==> config.mk <==
export PLATFORM = sky130hd
export DESIGN_NAME = smr_top
export DESIGN_NICKNAME = d
export VERILOG_FILES = /design/src/design/smr_pkg.sv /design/src/design/smr_top.sv
export SDC_FILE = /design/constraint.sdc
export NUM_CORES = 1
export LEC_CHECK = 0
export BUFFER_PORTS_ARGS = -buffer_cell sky130_fd_sc_hd__buf_4
export CELL_PAD_IN_SITES_DETAIL_PLACEMENT = 1
export CELL_PAD_IN_SITES_GLOBAL_PLACEMENT = 1
export CORE_MARGIN = 8
export CORE_UTILIZATION = 40
export CTS_CLUSTER_SIZE = 20
export DETAILED_ROUTE_END_ITERATION = 12
export GPL_ROUTABILITY_DRIVEN = 0
export GPL_TIMING_DRIVEN = 0
export PLACE_DENSITY = 0.92
export SYNTH_ARGS = -nofsm -noshare
export SYNTH_HDL_FRONTEND = slang
export SYNTH_SLANG_ARGS = --single-unit
==> constraint.sdc <==
create_clock -name SYS_CLK_IN -period 3.7 [get_ports SYS_CLK_IN]
set_input_delay 0.555 -clock SYS_CLK_IN [delete_from_list [all_inputs] [get_ports SYS_CLK_IN]]
set_output_delay 0.555 -clock SYS_CLK_IN [all_outputs]
set_load 0.01 [all_outputs]
==> src/design/smr_pkg.sv <==
// constants, register map and input-vector layout of the module ready logic
// What this block does
// - ready when speed, air, no touch, or local-undesignated
// - air ready only when both pressure inputs agree
// - touch contact latches per disk and direction
// - manual reset clears every touch latch
// - any touch latch drops solenoid, and ready unless local-undesignated
// - solenoid only with no touch and speed
// - speed ok only at nominal rotation speed
// - face selects complementary, split at track fifty
// - two levels encode 480, 240 or 96 segments
// - exactly one head select line per track below N_HEADS, none beyond
// - low disk select becomes that disk's tap
// - disk and zone selects make clock tap
// - motor power only while start input asserted
// - start-next once motor nearly at speed
// - partner ready needs ready, air and remote
// - local level low whenever remote selected
// - write current only during active write word
// - write-one level sets bit flip-flop per bit
// - threshold pulse out, gain select chooses low gain
// - index holdover resets address-read flip-flop
`default_nettype none
package smr_pkg;
  // bus geometry
  localparam int SMR_ADDR_W = 4;
  localparam int SMR_DATA_W = 32;
  // register byte offsets
  localparam logic [3:0] SMR_REG_CTRL = 4'h0;
  localparam logic [3:0] SMR_REG_STATUS = 4'h4;
  localparam logic [3:0] SMR_REG_TOUCH = 4'h8;
  localparam logic [3:0] SMR_REG_SELECT = 4'hc;
  // control register fields and reset values
  localparam int SMR_CTRL_SEG_LSB = 0;
  localparam int SMR_CTRL_MOTOR_ON = 2;
  localparam int SMR_CTRL_RETRACT = 3;
  localparam logic [1:0] SMR_SEG_RST = 2'h0;
  localparam logic SMR_MOTOR_ON_RST = 1'b1;
  localparam logic SMR_RETRACT_RST = 1'b0;
  // segment size codes
  localparam logic [1:0] SMR_SEG_96 = 2'h0;
  localparam logic [1:0] SMR_SEG_240 = 2'h1;
  localparam logic [1:0] SMR_SEG_480 = 2'h2;
  // status register bits
  localparam int SMR_ST_READY = 0;
  localparam int SMR_ST_AIR = 1;
  localparam int SMR_ST_SPEED = 2;
  localparam int SMR_ST_LOCAL = 3;
  localparam int SMR_ST_DESIG = 4;
  localparam int SMR_ST_SOL = 5;
  localparam int SMR_ST_MOTOR = 6;
  localparam int SMR_ST_NEXT = 7;
  localparam int SMR_ST_WRITE = 8;
  localparam int SMR_ST_ADDR = 9;
  localparam int SMR_ST_GAIN = 10;
  localparam int SMR_ST_PARTNER = 11;
  // touch and select register fields
  localparam int SMR_TOUCH_CW_LSB = 0;
  localparam int SMR_TOUCH_CCW_LSB = 8;
  localparam int SMR_SEL_TRACK_LSB = 0;
  localparam int SMR_SEL_DISK_LSB = 8;
  localparam int SMR_SEL_ZONE_LSB = 12;
  localparam int SMR_SEL_FACE = 16;
  // geometry
  localparam int SMR_DISKS = 4;
  localparam int SMR_ZONES = 3;
  localparam int SMR_TRACK_W = 7;
  // positions in the synchronised input vector
  localparam int SI_SPEED = 0;
  localparam int SI_AIR_RDY = 1;
  localparam int SI_AIR_NRDY = 2;
  localparam int SI_CW = 3;
  localparam int SI_CCW = 7;
  localparam int SI_TRESET = 11;
  localparam int SI_LOCAL = 12;
  localparam int SI_DESIG = 13;
  localparam int SI_MSTART = 14;
  localparam int SI_NEAR = 15;
  localparam int SI_DISK_N = 16;
  localparam int SI_ZONE_N = 20;
  localparam int SI_TRACK = 23;
  localparam int SI_WSEL_N = 30;
  localparam int SI_WONE = 31;
  localparam int SI_BIT = 32;
  localparam int SI_ILACE = 33;
  localparam int SI_INDEX = 34;
  localparam int SI_AFLUX = 35;
  localparam int SI_GAIN = 36;
  localparam int SI_THR = 37;
  localparam int SI_W = 38;
endpackage
`default_nettype wire

==> src/design/smr_top.sv <==
// select, ready and interlock logic of one storage module with its register slave
//
// Register access over Avalon-MM and the placing of the registers were left to the implementer.
`default_nettype none
module smr_top
  import smr_pkg::*;
#(
  parameter int N_HEADS = 100
) (
  // clock, reset, enable
  input wire logic SYS_CLK_IN,
  input wire logic SRST_IN,
  input wire logic CLK_EN_IN,
  // avalon-mm slave
  input wire logic [SMR_ADDR_W-1:0] AVS_ADDRESS_IN,
  input wire logic AVS_READ_IN,
  input wire logic AVS_WRITE_IN,
  input wire logic [SMR_DATA_W-1:0] AVS_WRITEDATA_IN,
  input wire logic [3:0] AVS_BYTEENABLE_IN,
  output logic [SMR_DATA_W-1:0] AVS_READDATA_OUT,
  output logic AVS_WAITREQUEST_OUT,
  // drive status inputs, asynchronous
  input wire logic SPEED_OK_IN,
  input wire logic AIR_READY_IN,
  input wire logic AIR_NOT_READY_IN,
  input wire logic [SMR_DISKS-1:0] CW_TOUCH_IN,
  input wire logic [SMR_DISKS-1:0] CCW_TOUCH_IN,
  input wire logic TOUCH_RESET_IN,
  input wire logic LOCAL_SEL_IN,
  input wire logic NEAR_SPEED_IN,
  // partner select and control levels, asynchronous
  input wire logic MODULE_DESIGNATE_IN,
  input wire logic MOTOR_START_IN,
  input wire logic [SMR_DISKS-1:0] DISK_SELECT_N_IN,
  input wire logic [SMR_ZONES-1:0] ZONE_SELECT_N_IN,
  input wire logic [SMR_TRACK_W-1:0] HEAD_TRACK_IN,
  input wire logic WRITE_SELECT_N_IN,
  input wire logic WRITE_ONE_LEVEL_IN,
  input wire logic BIT_PULSE_IN,
  input wire logic INTERLACE_ACTIVE_IN,
  input wire logic INDEX_HOLDOVER_IN,
  input wire logic ADDR_FLUX_IN,
  input wire logic GAIN_SELECT_IN,
  input wire logic THRESHOLD_IN,
  // ready and interlock outputs
  output logic UNIT_READY_OUT,
  output logic READY_TO_PARTNER_OUT,
  output logic SOLENOID_DRIVE_OUT,
  output logic SPEED_OK_OUT,
  output logic LOCAL_MODE_LEVEL_OUT,
  output logic MOTOR_POWER_RELAY_OUT,
  output logic MOTOR_START_NEXT_OUT,
  // select outputs
  output logic LOWER_FACE_SEL_OUT,
  output logic UPPER_FACE_SEL_OUT,
  output logic SEG_OPT_A_OUT,
  output logic SEG_OPT_B_OUT,
  output logic [N_HEADS-1:0] HEAD_POS_SELECT_OUT,
  output logic [SMR_DISKS-1:0] DISK_TAP_OUT,
  output logic [SMR_DISKS*SMR_ZONES-1:0] CLOCK_TAP_SELECT_OUT,
  // read and write path levels
  output logic WRITE_CURRENT_EN_OUT,
  output logic WRITE_BIT_OUT,
  output logic ADDR_READ_OUT,
  output logic THRESHOLD_DETECT_OUT,
  output logic LOW_GAIN_OUT
);

  // refuse geometries the track decoder cannot serve
  if (N_HEADS < 2 || N_HEADS > (1 << SMR_TRACK_W) || (N_HEADS % 2) != 0) begin : g_chk
    $error("N_HEADS must be even and fit the track number width");
  end

  localparam int HALF_HEADS = N_HEADS / 2;
  localparam logic [SMR_TRACK_W-1:0] FACE_SPLIT = SMR_TRACK_W'(HALF_HEADS);
  localparam logic [SMR_TRACK_W-1:0] TRACK_LIMIT = SMR_TRACK_W'(N_HEADS);

  typedef struct packed {
    logic [SI_W-1:0] sync1;
    logic [SI_W-1:0] sync2;
    logic bit_d;
    logic aflux_d;
    logic thr_d;
    logic [SMR_DISKS-1:0] cw_latch;
    logic [SMR_DISKS-1:0] ccw_latch;
    logic [1:0] seg_sel;
    logic motor_on;
    logic retract;
    logic unit_ready;
    logic partner_ready;
    logic solenoid;
    logic speed;
    logic local_lvl;
    logic motor_pwr;
    logic start_next;
    logic lower_face;
    logic upper_face;
    logic seg_a;
    logic seg_b;
    logic [N_HEADS-1:0] head_sel;
    logic [SMR_DISKS-1:0] disk_tap;
    logic [SMR_DISKS*SMR_ZONES-1:0] clk_tap;
    logic wr_cur;
    logic wr_bit;
    logic addr_rd;
    logic thr_pulse;
    logic low_gain;
    logic wait_rq;
    logic [SMR_DATA_W-1:0] rdata;
  } smr_state_t;

  // reset image: idle bus busy, lower face selected, motor switch on
  function automatic smr_state_t reset_state();
    smr_state_t r;
    r = '0;
    r.wait_rq = 1'b1;
    r.lower_face = 1'b1;
    r.seg_sel = SMR_SEG_RST;
    r.motor_on = SMR_MOTOR_ON_RST;
    r.retract = SMR_RETRACT_RST;
    return r;
  endfunction

  // true when exactly one bit is set; used for disk and zone selects
  function automatic logic one_hot8(input logic [7:0] v);
    one_hot8 = (v != 8'h00) && ((v & (v - 8'h01)) == 8'h00);
  endfunction

  smr_state_t st_ff;
  smr_state_t nxt_st;

  logic [SI_W-1:0] raw_in;

  // gather every asynchronous pin into one vector for the synchroniser
  assign raw_in = {THRESHOLD_IN, GAIN_SELECT_IN, ADDR_FLUX_IN, INDEX_HOLDOVER_IN,
                   INTERLACE_ACTIVE_IN, BIT_PULSE_IN, WRITE_ONE_LEVEL_IN,
                   WRITE_SELECT_N_IN, HEAD_TRACK_IN, ZONE_SELECT_N_IN,
                   DISK_SELECT_N_IN, NEAR_SPEED_IN, MOTOR_START_IN,
                   MODULE_DESIGNATE_IN, LOCAL_SEL_IN, TOUCH_RESET_IN,
                   CCW_TOUCH_IN, CW_TOUCH_IN, AIR_NOT_READY_IN, AIR_READY_IN,
                   SPEED_OK_IN};

  // next-state logic for the whole block
  always_comb begin
    logic speed_s;
    logic air_s;
    logic local_s;
    logic desig_s;
    logic treset_s;
    logic touched;
    logic disks_ok;
    logic zones_ok;
    logic write_s;
    logic ilace_s;
    logic bit_edge;
    logic [SMR_DISKS-1:0] disk_s;
    logic [SMR_ZONES-1:0] zone_s;
    logic [SMR_TRACK_W-1:0] track_s;
    logic [SMR_DATA_W-1:0] rd_val;
    logic req;
    speed_s = 1'b0;
    air_s = 1'b0;
    local_s = 1'b0;
    desig_s = 1'b0;
    treset_s = 1'b0;
    touched = 1'b0;
    disks_ok = 1'b0;
    zones_ok = 1'b0;
    write_s = 1'b0;
    ilace_s = 1'b0;
    bit_edge = 1'b0;
    disk_s = '0;
    zone_s = '0;
    track_s = '0;
    rd_val = '0;
    req = 1'b0;
    nxt_st = st_ff;

    // two-stage synchroniser; only the second stage is read below
    nxt_st.sync1 = raw_in;
    nxt_st.sync2 = st_ff.sync1;

    // decode synchronised levels into positive-true conditions
    speed_s = st_ff.sync2[SI_SPEED];
    // complementary pressure inputs; any disagreement counts as low pressure
    air_s = st_ff.sync2[SI_AIR_RDY] & ~st_ff.sync2[SI_AIR_NRDY];
    local_s = st_ff.sync2[SI_LOCAL];
    desig_s = st_ff.sync2[SI_DESIG];
    treset_s = st_ff.sync2[SI_TRESET];
    disk_s = ~st_ff.sync2[SI_DISK_N +: SMR_DISKS];
    zone_s = ~st_ff.sync2[SI_ZONE_N +: SMR_ZONES];
    track_s = st_ff.sync2[SI_TRACK +: SMR_TRACK_W];
    write_s = ~st_ff.sync2[SI_WSEL_N];
    ilace_s = st_ff.sync2[SI_ILACE];

    // touch latches: a contact in the reset cycle still latches
    nxt_st.cw_latch = (treset_s ? '0 : st_ff.cw_latch)
                      | st_ff.sync2[SI_CW +: SMR_DISKS];
    nxt_st.ccw_latch = (treset_s ? '0 : st_ff.ccw_latch)
                       | st_ff.sync2[SI_CCW +: SMR_DISKS];
    touched = (|st_ff.cw_latch) | (|st_ff.ccw_latch);

    // ready and interlock levels
    nxt_st.speed = speed_s;
    nxt_st.unit_ready = (speed_s & ~touched & air_s) | (local_s & ~desig_s);
    // partner sees ready only in remote, so a local module never answers
    nxt_st.partner_ready = speed_s & ~touched & air_s & ~local_s;
    nxt_st.local_lvl = local_s;
    // retract bit lets software drop the heads without touching the motor
    nxt_st.solenoid = ~touched & speed_s & st_ff.motor_on & ~st_ff.retract;

    // motor sequencing down the string of modules
    nxt_st.motor_pwr = st_ff.sync2[SI_MSTART] & st_ff.motor_on;
    nxt_st.start_next = st_ff.motor_pwr & st_ff.sync2[SI_NEAR];

    // face select follows the track half, always complementary
    nxt_st.lower_face = (track_s < FACE_SPLIT);
    nxt_st.upper_face = ~(track_s < FACE_SPLIT);

    // segment option levels from the control register
    unique case (st_ff.seg_sel)
      SMR_SEG_240: begin
        nxt_st.seg_a = 1'b1;
        nxt_st.seg_b = 1'b0;
      end
      SMR_SEG_480: begin
        nxt_st.seg_a = 1'b0;
        nxt_st.seg_b = 1'b1;
      end
      default: begin
        nxt_st.seg_a = 1'b0;
        nxt_st.seg_b = 1'b0;
      end
    endcase

    // one head line at most; out-of-range numbers select none
    nxt_st.head_sel = '0;
    for (int h = 0; h < N_HEADS; h++) begin
      nxt_st.head_sel[h] = (track_s < TRACK_LIMIT)
                           && (track_s == SMR_TRACK_W'(h));
    end

    // disk and zone taps only for an unambiguous single select
    disks_ok = one_hot8({4'h0, disk_s});
    zones_ok = one_hot8({5'h00, zone_s});
    nxt_st.disk_tap = disks_ok ? disk_s : '0;
    for (int d = 0; d < SMR_DISKS; d++) begin
      for (int z = 0; z < SMR_ZONES; z++) begin
        nxt_st.clk_tap[d*SMR_ZONES+z] = disks_ok & zones_ok
                                        & disk_s[d] & zone_s[z];
      end
    end

    // write path: current only in active words, bit ff on bit-clock edges
    nxt_st.wr_cur = write_s & ilace_s;
    nxt_st.bit_d = st_ff.sync2[SI_BIT];
    bit_edge = st_ff.sync2[SI_BIT] & ~st_ff.bit_d;
    if (write_s && ilace_s && bit_edge) begin
      nxt_st.wr_bit = st_ff.sync2[SI_WONE];
    end

    // address-read ff toggles per flux pulse; holdover reset dominates
    nxt_st.aflux_d = st_ff.sync2[SI_AFLUX];
    if (st_ff.sync2[SI_INDEX]) begin
      nxt_st.addr_rd = 1'b0;
    end else if (st_ff.sync2[SI_AFLUX] && !st_ff.aflux_d) begin
      nxt_st.addr_rd = ~st_ff.addr_rd;
    end

    // threshold crossing gives a one-cycle pulse; gain level is followed
    nxt_st.thr_d = st_ff.sync2[SI_THR];
    nxt_st.thr_pulse = st_ff.sync2[SI_THR] & ~st_ff.thr_d;
    nxt_st.low_gain = st_ff.sync2[SI_GAIN];

    // register read mux, unmapped offsets read as zero
    unique case (AVS_ADDRESS_IN)
      SMR_REG_CTRL: begin
        rd_val[SMR_CTRL_SEG_LSB +: 2] = st_ff.seg_sel;
        rd_val[SMR_CTRL_MOTOR_ON] = st_ff.motor_on;
        rd_val[SMR_CTRL_RETRACT] = st_ff.retract;
      end
      SMR_REG_STATUS: begin
        rd_val[SMR_ST_READY] = st_ff.unit_ready;
        rd_val[SMR_ST_AIR] = air_s;
        rd_val[SMR_ST_SPEED] = st_ff.speed;
        rd_val[SMR_ST_LOCAL] = st_ff.local_lvl;
        rd_val[SMR_ST_DESIG] = desig_s;
        rd_val[SMR_ST_SOL] = st_ff.solenoid;
        rd_val[SMR_ST_MOTOR] = st_ff.motor_pwr;
        rd_val[SMR_ST_NEXT] = st_ff.start_next;
        rd_val[SMR_ST_WRITE] = st_ff.wr_cur;
        rd_val[SMR_ST_ADDR] = st_ff.addr_rd;
        rd_val[SMR_ST_GAIN] = st_ff.low_gain;
        rd_val[SMR_ST_PARTNER] = st_ff.partner_ready;
      end
      SMR_REG_TOUCH: begin
        rd_val[SMR_TOUCH_CW_LSB +: SMR_DISKS] = st_ff.cw_latch;
        rd_val[SMR_TOUCH_CCW_LSB +: SMR_DISKS] = st_ff.ccw_latch;
      end
      SMR_REG_SELECT: begin
        rd_val[SMR_SEL_TRACK_LSB +: SMR_TRACK_W] = track_s;
        rd_val[SMR_SEL_DISK_LSB +: SMR_DISKS] = st_ff.disk_tap;
        rd_val[SMR_SEL_ZONE_LSB +: SMR_ZONES] = zone_s;
        rd_val[SMR_SEL_FACE] = st_ff.upper_face;
      end
      default: begin
        rd_val = '0;
      end
    endcase

    // bus handshake: take request, drop waitrequest for one cycle, re-arm
    req = AVS_READ_IN | AVS_WRITE_IN;
    if (req && st_ff.wait_rq) begin
      nxt_st.wait_rq = 1'b0;
      nxt_st.rdata = AVS_READ_IN ? rd_val : '0;
    end else if (req) begin
      nxt_st.wait_rq = 1'b1;
      // write lands on the edge where the master sees waitrequest low
      if (AVS_WRITE_IN && AVS_ADDRESS_IN == SMR_REG_CTRL && AVS_BYTEENABLE_IN[0]) begin
        nxt_st.seg_sel = AVS_WRITEDATA_IN[SMR_CTRL_SEG_LSB +: 2];
        nxt_st.motor_on = AVS_WRITEDATA_IN[SMR_CTRL_MOTOR_ON];
        nxt_st.retract = AVS_WRITEDATA_IN[SMR_CTRL_RETRACT];
      end
    end else begin
      nxt_st.wait_rq = 1'b1;
    end
  end

  // single state register; enable low freezes everything incl. the synchroniser
  always_ff @(posedge SYS_CLK_IN) begin
    if (SRST_IN) begin
      st_ff <= reset_state();
    end else if (CLK_EN_IN) begin
      st_ff <= nxt_st;
    end
  end

  // outputs straight from state flops
  assign AVS_READDATA_OUT = st_ff.rdata;
  assign AVS_WAITREQUEST_OUT = st_ff.wait_rq;
  assign UNIT_READY_OUT = st_ff.unit_ready;
  assign READY_TO_PARTNER_OUT = st_ff.partner_ready;
  assign SOLENOID_DRIVE_OUT = st_ff.solenoid;
  assign SPEED_OK_OUT = st_ff.speed;
  assign LOCAL_MODE_LEVEL_OUT = st_ff.local_lvl;
  assign MOTOR_POWER_RELAY_OUT = st_ff.motor_pwr;
  assign MOTOR_START_NEXT_OUT = st_ff.start_next;
  assign LOWER_FACE_SEL_OUT = st_ff.lower_face;
  assign UPPER_FACE_SEL_OUT = st_ff.upper_face;
  assign SEG_OPT_A_OUT = st_ff.seg_a;
  assign SEG_OPT_B_OUT = st_ff.seg_b;
  assign HEAD_POS_SELECT_OUT = st_ff.head_sel;
  assign DISK_TAP_OUT = st_ff.disk_tap;
  assign CLOCK_TAP_SELECT_OUT = st_ff.clk_tap;
  assign WRITE_CURRENT_EN_OUT = st_ff.wr_cur;
  assign WRITE_BIT_OUT = st_ff.wr_bit;
  assign ADDR_READ_OUT = st_ff.addr_rd;
  assign THRESHOLD_DETECT_OUT = st_ff.thr_pulse;
  assign LOW_GAIN_OUT = st_ff.low_gain;

endmodule
`default_nettype wire

# [After elaboration in Yosys (flattened, before gate mapping)]
# Index checks and enable logic that the tools add are counted.
[word_totals] elab_cells=324 out_inout_bits=165 input_bits=83 ff_bits=256
[op_classes] n_lt_le_gt_ge=2 muxes=14 n_eq_ne=104 n_reduce_logical=122 add_sub_neg=2 n_bitwise=49
[op_table] cell="$eq 7x7->1 const B" n=36
[op_table] cell="$eq 7x6->1 const B" n=32
[op_table] cell="$eq 7x5->1 const B" n=16
[op_table] cell="$logic_and 1x1->1" n=108
[op_table] cell="$eq 7x4->1 const B" n=8
[op_table] cell="$and 1x1->1" n=29
[op_table] cell="$eq 7x3->1 const B" n=4
[op_table] cell="$mux 17" n=1
[op_table] cell="$logic_not 8->1" n=2
[op_table] cell="$pmux 4 s4" n=1
[op_table] cell="$eq 7x2->1 const B" n=2
[op_table] cell="$mux 4" n=3
[op_table] cell="$pmux 4 s3" n=1
[op_table] cell="$not 1->1" n=11
[op_table] cell="$and 3x8->8" n=1
[op_table] cell="$and 4x8->8" n=1
[op_table] cell="$eq 4x4->1 const B" n=2
[op_table] cell="$or 4x4->4" n=2
[op_table] cell="$reduce_or 4->1" n=2
[op_table] cell="$eq 7x1->1 const B" n=1
[op_table] cell="$logic_not 7->1" n=1
[op_table] cell="$lt 7x6->1 const B" n=1
[op_table] cell="$lt 7x7->1 const B" n=1
[op_table] cell="$pmux 3 s2" n=1
[op_table] cell="other kinds (18)" n=26

# [Logic depth before layout (Yosys ltp)]
[logic_depth] word_depth=8 depth_mapped=7 ltp_nobuf=4

# [Worst setup path after synthesis]
# No wires, ideal clock.
[synth_timing] kind="input to register" startpoint="in AVS_ADDRESS_IN[2]" endpoint="reg st_ff[166] (netlist bit)" cell_stages=4 n_path_buf=1 arrival_ns=1.472 setup_slack_ns=2.109 setup_ns=0.120 required_time_ns=3.580 cell_sequence="buf_2 > nor4b_2 > nand4_2 > a211o_1"
[synth_between] elab_chain_len=4
[synth_lines] element="start, declared" line="smr_top.sv:15" source="input wire logic [SMR_ADDR_W-1:0] AVS_ADDRESS_IN,"
[synth_lines] element="$logic_not 4->1" line="smr_top.sv:319" source="if (AVS_WRITE_IN && AVS_ADDRESS_IN == SMR_REG_CTRL && AVS_BYTEENABLE_IN[0]) begin"
[synth_lines] element="$logic_and 1x1->1 (2 in a row)" line="smr_top.sv:319"
[synth_lines] element="$reduce_and 4->1 (no line)"
[synth_lines] element="end signal, assigned" line="smr_top.sv:332" source="st_ff <= reset_state();"
[synth_lines] element="end signal, assigned" line="smr_top.sv:334" source="st_ff <= nxt_st;"
[synth_lines] element="end, declared" line="smr_top.sv:129" source="smr_state_t st_ff;"
# Every way passes these cells.
# A chain may end at the register's enable or synchronous reset.

# [Final worst setup path]
[layout_timing] startpoint="in SRST_IN" endpoint="reg st_ff (netlist bit AVS_READDATA_OUT[16])"
[layout_rtl] element="start, declared" line="smr_top.sv:12" source="input wire logic SRST_IN,"
# No word-level cell between the ends.

==> key figures <==
Setup path
  • Req. time, crit path: 4.06 ns
  • Worst EP arrival: 2.25 ns
  • CP endpoint: AVS_READDATA_OUT[16]$_SDFFE_PP0P_
  • CP Capture Type: flip-flop
  • CP max FO: 10
  • Kind of critical path: input port to flip-flop
  • Worst Setup Start Kind: input port
  • R2R depth: 5
  • Reg2reg setup slack: 1.88 ns
  • Critical Path Source: SRST_IN
  • Reg-to-Reg Start: st_ff[207]$_SDFFE_PP0P_
  • Worst R2R End: HEAD_POS_SELECT_OUT[15]$_SDFFE_PP0P_

Synthesis
  • Mapped Area: 9960 µm²
  • Yosys warns: 0
  • Post-synthesis sequential area ratio: 0.482
  • #FFs+latches synth: 240
  • Synth Instances: 1060
  • Mapped Avg Cell Area: 9.39 µm²
  • Yosys cell types: 50
  • Synth Flop Type: dfxtp_1
  • Async S/R FF share, synth: 0
  • Post-synth EDFFs: 0

Global route
  • Global route overflow: 0
  • Vias in the first global route: 9499
  • First-pass GRT wire length: 53600 µm
  • Antenna violations before repair: 4
  • Gr usage total: 0.221
  • Largest net degree at the start of global routing: 14

STA
  • Period minus WS final: 1.89 ns
  • FMAX: 529 MHz
  • RSZ-0062 raised after global routing: no
  • Final period utilization: 0.511
  • Setup_tns: 0 ns
  • Fin. max-slew vios: 0
  • Worst slew pin tran: 0.902 ns
  • Skew final: 0.0152 ns
  • Slack of the critical path: 1.81 ns
  • Final setup vio count: 0
  • Relative slew slack: 0.393
  • Final hold violation count: 0

Die
  • FP Rows: 57
  • Initial core utilization: 0.408
  • Die area: 30200 µm²
  • I/O Pins: 248
  • Die Wd: 174 µm
  • Core Area: 24400 µm²
  • Die height: 174 µm

Place
  • DP HPWL: 25400 µm
  • Port buffer count: 198
  • Pre-CTS setup slack: 1.50 ns
  • Placed cell areas: 11900 µm²

Drt
  • Post-Route WL: 34900 µm
  • Vias per cell: 5.24
  • Via count: 8609
  • Drt first pass iters: 5
  • # DRC: 0
  • DRT iter0 DRCs: 577
  • Post-DRT Antenna Nets: 0
  • Post-detailed-route wirelength per cell: 21.2 µm

Outcome
  • Status: finished clean

Clocking
  • Hold Buf Count CTS: 0
  • Clock buffer count from CTS: 25
  • Clk Latency, worst-skew pair: 0.52 ns
  • Post_cts resized: 0
  • Clock Pin Slew Worst Setup and Hold Paths: 0.06 ns
  • CTS tree: yes
  • H-tree lvl count: 1
  • Sink Count: 240
  • CTS Root Cell: clkbuf_16
  • Total setup buffers inserted after CTS: 0
  • Deepest clock path buffer count: 3

Power
  • Switching pwr: 1310 µW
  • Leakage: 0.00576 µW
  • Switching Fraction: 0.232
  • Sequential power share: 0.472
  • Part of the power in combinational logic: 0.069
  • Peak supply drop: 0.319 mV
  • Power Density: 444 nW/µm²
  • Internal cell power: 4350 µW
  • Clock network power share: 0.460

Flow run
  • MaxCap Viol Count: 0

Min path
  • Tightest Hold Check Type: input port to flip-flop

Layout
  • Fillers: 2825
  • Area Growth Syn to Fin: 28.1%
  • Share of cells above drive strength 1: 0.337
  • Final instance area: 12800 µm²
  • Final net count: 1383
==> worst min-delay path by stage <==
stage / startpoint / cells past startpoint / endpoint
final: CCW_TOUCH_IN[1] / 3 / nxt_st[188]$_SDFFE_PP0P_
after global placement: CLOCK_TAP_SELECT_OUT[8]$_SDFFE_PP0P_ / 2 / CLOCK_TAP_SELECT_OUT[8]$_SDFFE_PP0P_
after global routing: CW_TOUCH_IN[2] / 3 / nxt_st[185]$_SDFFE_PP0P_
after CTS: SPEED_OK_IN / 3 / nxt_st[180]$_SDFFE_PP0P_
after floorplan: CLOCK_TAP_SELECT_OUT[0]$_SDFFE_PP0P_ / 2 / CLOCK_TAP_SELECT_OUT[0]$_SDFFE_PP0P_
after detailed placement: CLOCK_TAP_SELECT_OUT[3]$_SDFFE_PP0P_ / 2 / CLOCK_TAP_SELECT_OUT[3]$_SDFFE_PP0P_
==> per-layer routing <==
layer	GRT usage	vias up	part of all wire
li1	-	3952	-
met1	0.242	4234	0.39
met2	0.398	310	0.50
met3	0.0444	111	0.061
met4	0.113	2	0.048
met5	0	-	0.00037
==> metrics by stage <==
step	util	hold WS, ns	power [µW]	std cells
finish	0.523	0.280	5660	1644
global placement	0.488	0.441	3080	1597
global route	0.523	0.286	5820	1644
CTS	0.523	0.270	5680	1641
floorplan	-	0.426	2950	1075
detailed placement	0.488	0.448	3100	1597
==> cell type report <==
class	instances	area, µm²	share of cell area
Clock buffer	37	731	0.0573
Clock inverter	7	114	0.00892
Timing Repair Buffer	198	1490	0.117
Sequential cell	240	4800	0.377
Buffer	216	1430	0.112
Antenna cell	3	7.51	0.000588
Tap cell	324	405	0.0318
Multi-Input combinational cell	615	3770	0.295
Inverter	4	15.0	0.00118
==> worst max-delay path: stages <==
cell and delay [ns]:
buf_2 0.23, clkbuf_1 0.71, clkbuf_1 0.60, nor2_1 0.15
==> cell usage after synthesis, drive strengths merged, types with 2 or more instances <==
cell | count | share of area
dfxtp | 240 | 0.48
nor2 | 204 | 0.077
buf | 184 | 0.13
a22oi | 94 | 0.071
mux2i | 85 | 0.085
nand2 | 51 | 0.019
a21oi | 34 | 0.017
clkbuf | 32 | 0.012
nand3 | 25 | 0.013
o21ai | 16 | 0.0084
nor2b | 9 | 0.0057
nor3 | 9 | 0.0092
nand3b | 8 | 0.0060
nand4 | 7 | 0.0050
a2bb2oi | 5 | 0.0044
nand2b | 5 | 0.0031
nor3b | 5 | 0.0060
a22o | 4 | 0.0035
and3 | 4 | 0.0025
inv | 4 | 0.0015
mux2 | 4 | 0.0045
mux4 | 4 | 0.0090
o2bb2ai | 4 | 0.0035
a222oi | 3 | 0.0030
and2 | 3 | 0.0021
nor4 | 3 | 0.0025
and2b | 2 | 0.0015
nor4b | 2 | 0.0024
==> sequential cells by signal, summed over array words and instances, names as in the netlist, 4 cells and up <==
signal,flops
HEAD_POS_SELECT_OUT,100
st_ff,47
nxt_st,44
AVS_READDATA_OUT,16
CLOCK_TAP_SELECT_OUT,12
DISK_TAP_OUT,4
==> cell families after synthesis <==
family	Yosys count	share of synthesized area
and+or+nand+nor	342	0.159
DFF	240	0.482
buffers and inverters	220	0.145
AOI/OAI and AO/OA	164	0.114
muxes	93	0.0990
other	1	0.000377
==> power by group through the flow <==
stage | sequential, µW | clock, µW | combinational [µW]
detailed placement | 2720 | 0 | 375
CTS | 2670 | 2630 | 383
global placement | 2720 | 0 | 363
finish | 2670 | 2600 | 389
global route | 2670 | 2730 | 416
floorplan | 2710 | 0 | 233
==> layout by cell type, fill, tap and decap left out, drive strengths merged, types with 2 or more instances in the layout <==
cell / n
nor3: 9
o21ai: 16
o2bb2ai: 4
conb: 16
a222oi: 3
nand3: 25
clkbuf: 69
clkinv: 3
a2bb2oi: 5
nor2b: 9
inv: 5
mux2i: 85
nand3b: 8
nand4: 7
nor2: 204
nand2b: 5
and2: 3
nor3b: 5
diode: 3
mux2: 4
buf: 382
and2b: 2
a21oi: 34
nor4: 3
and3: 4
nand2: 51
bufinv: 3
dfxtp: 240
nor4b: 2
mux4: 4
a22oi: 94
a22o: 4
Power figures use the tool's default switching activity.
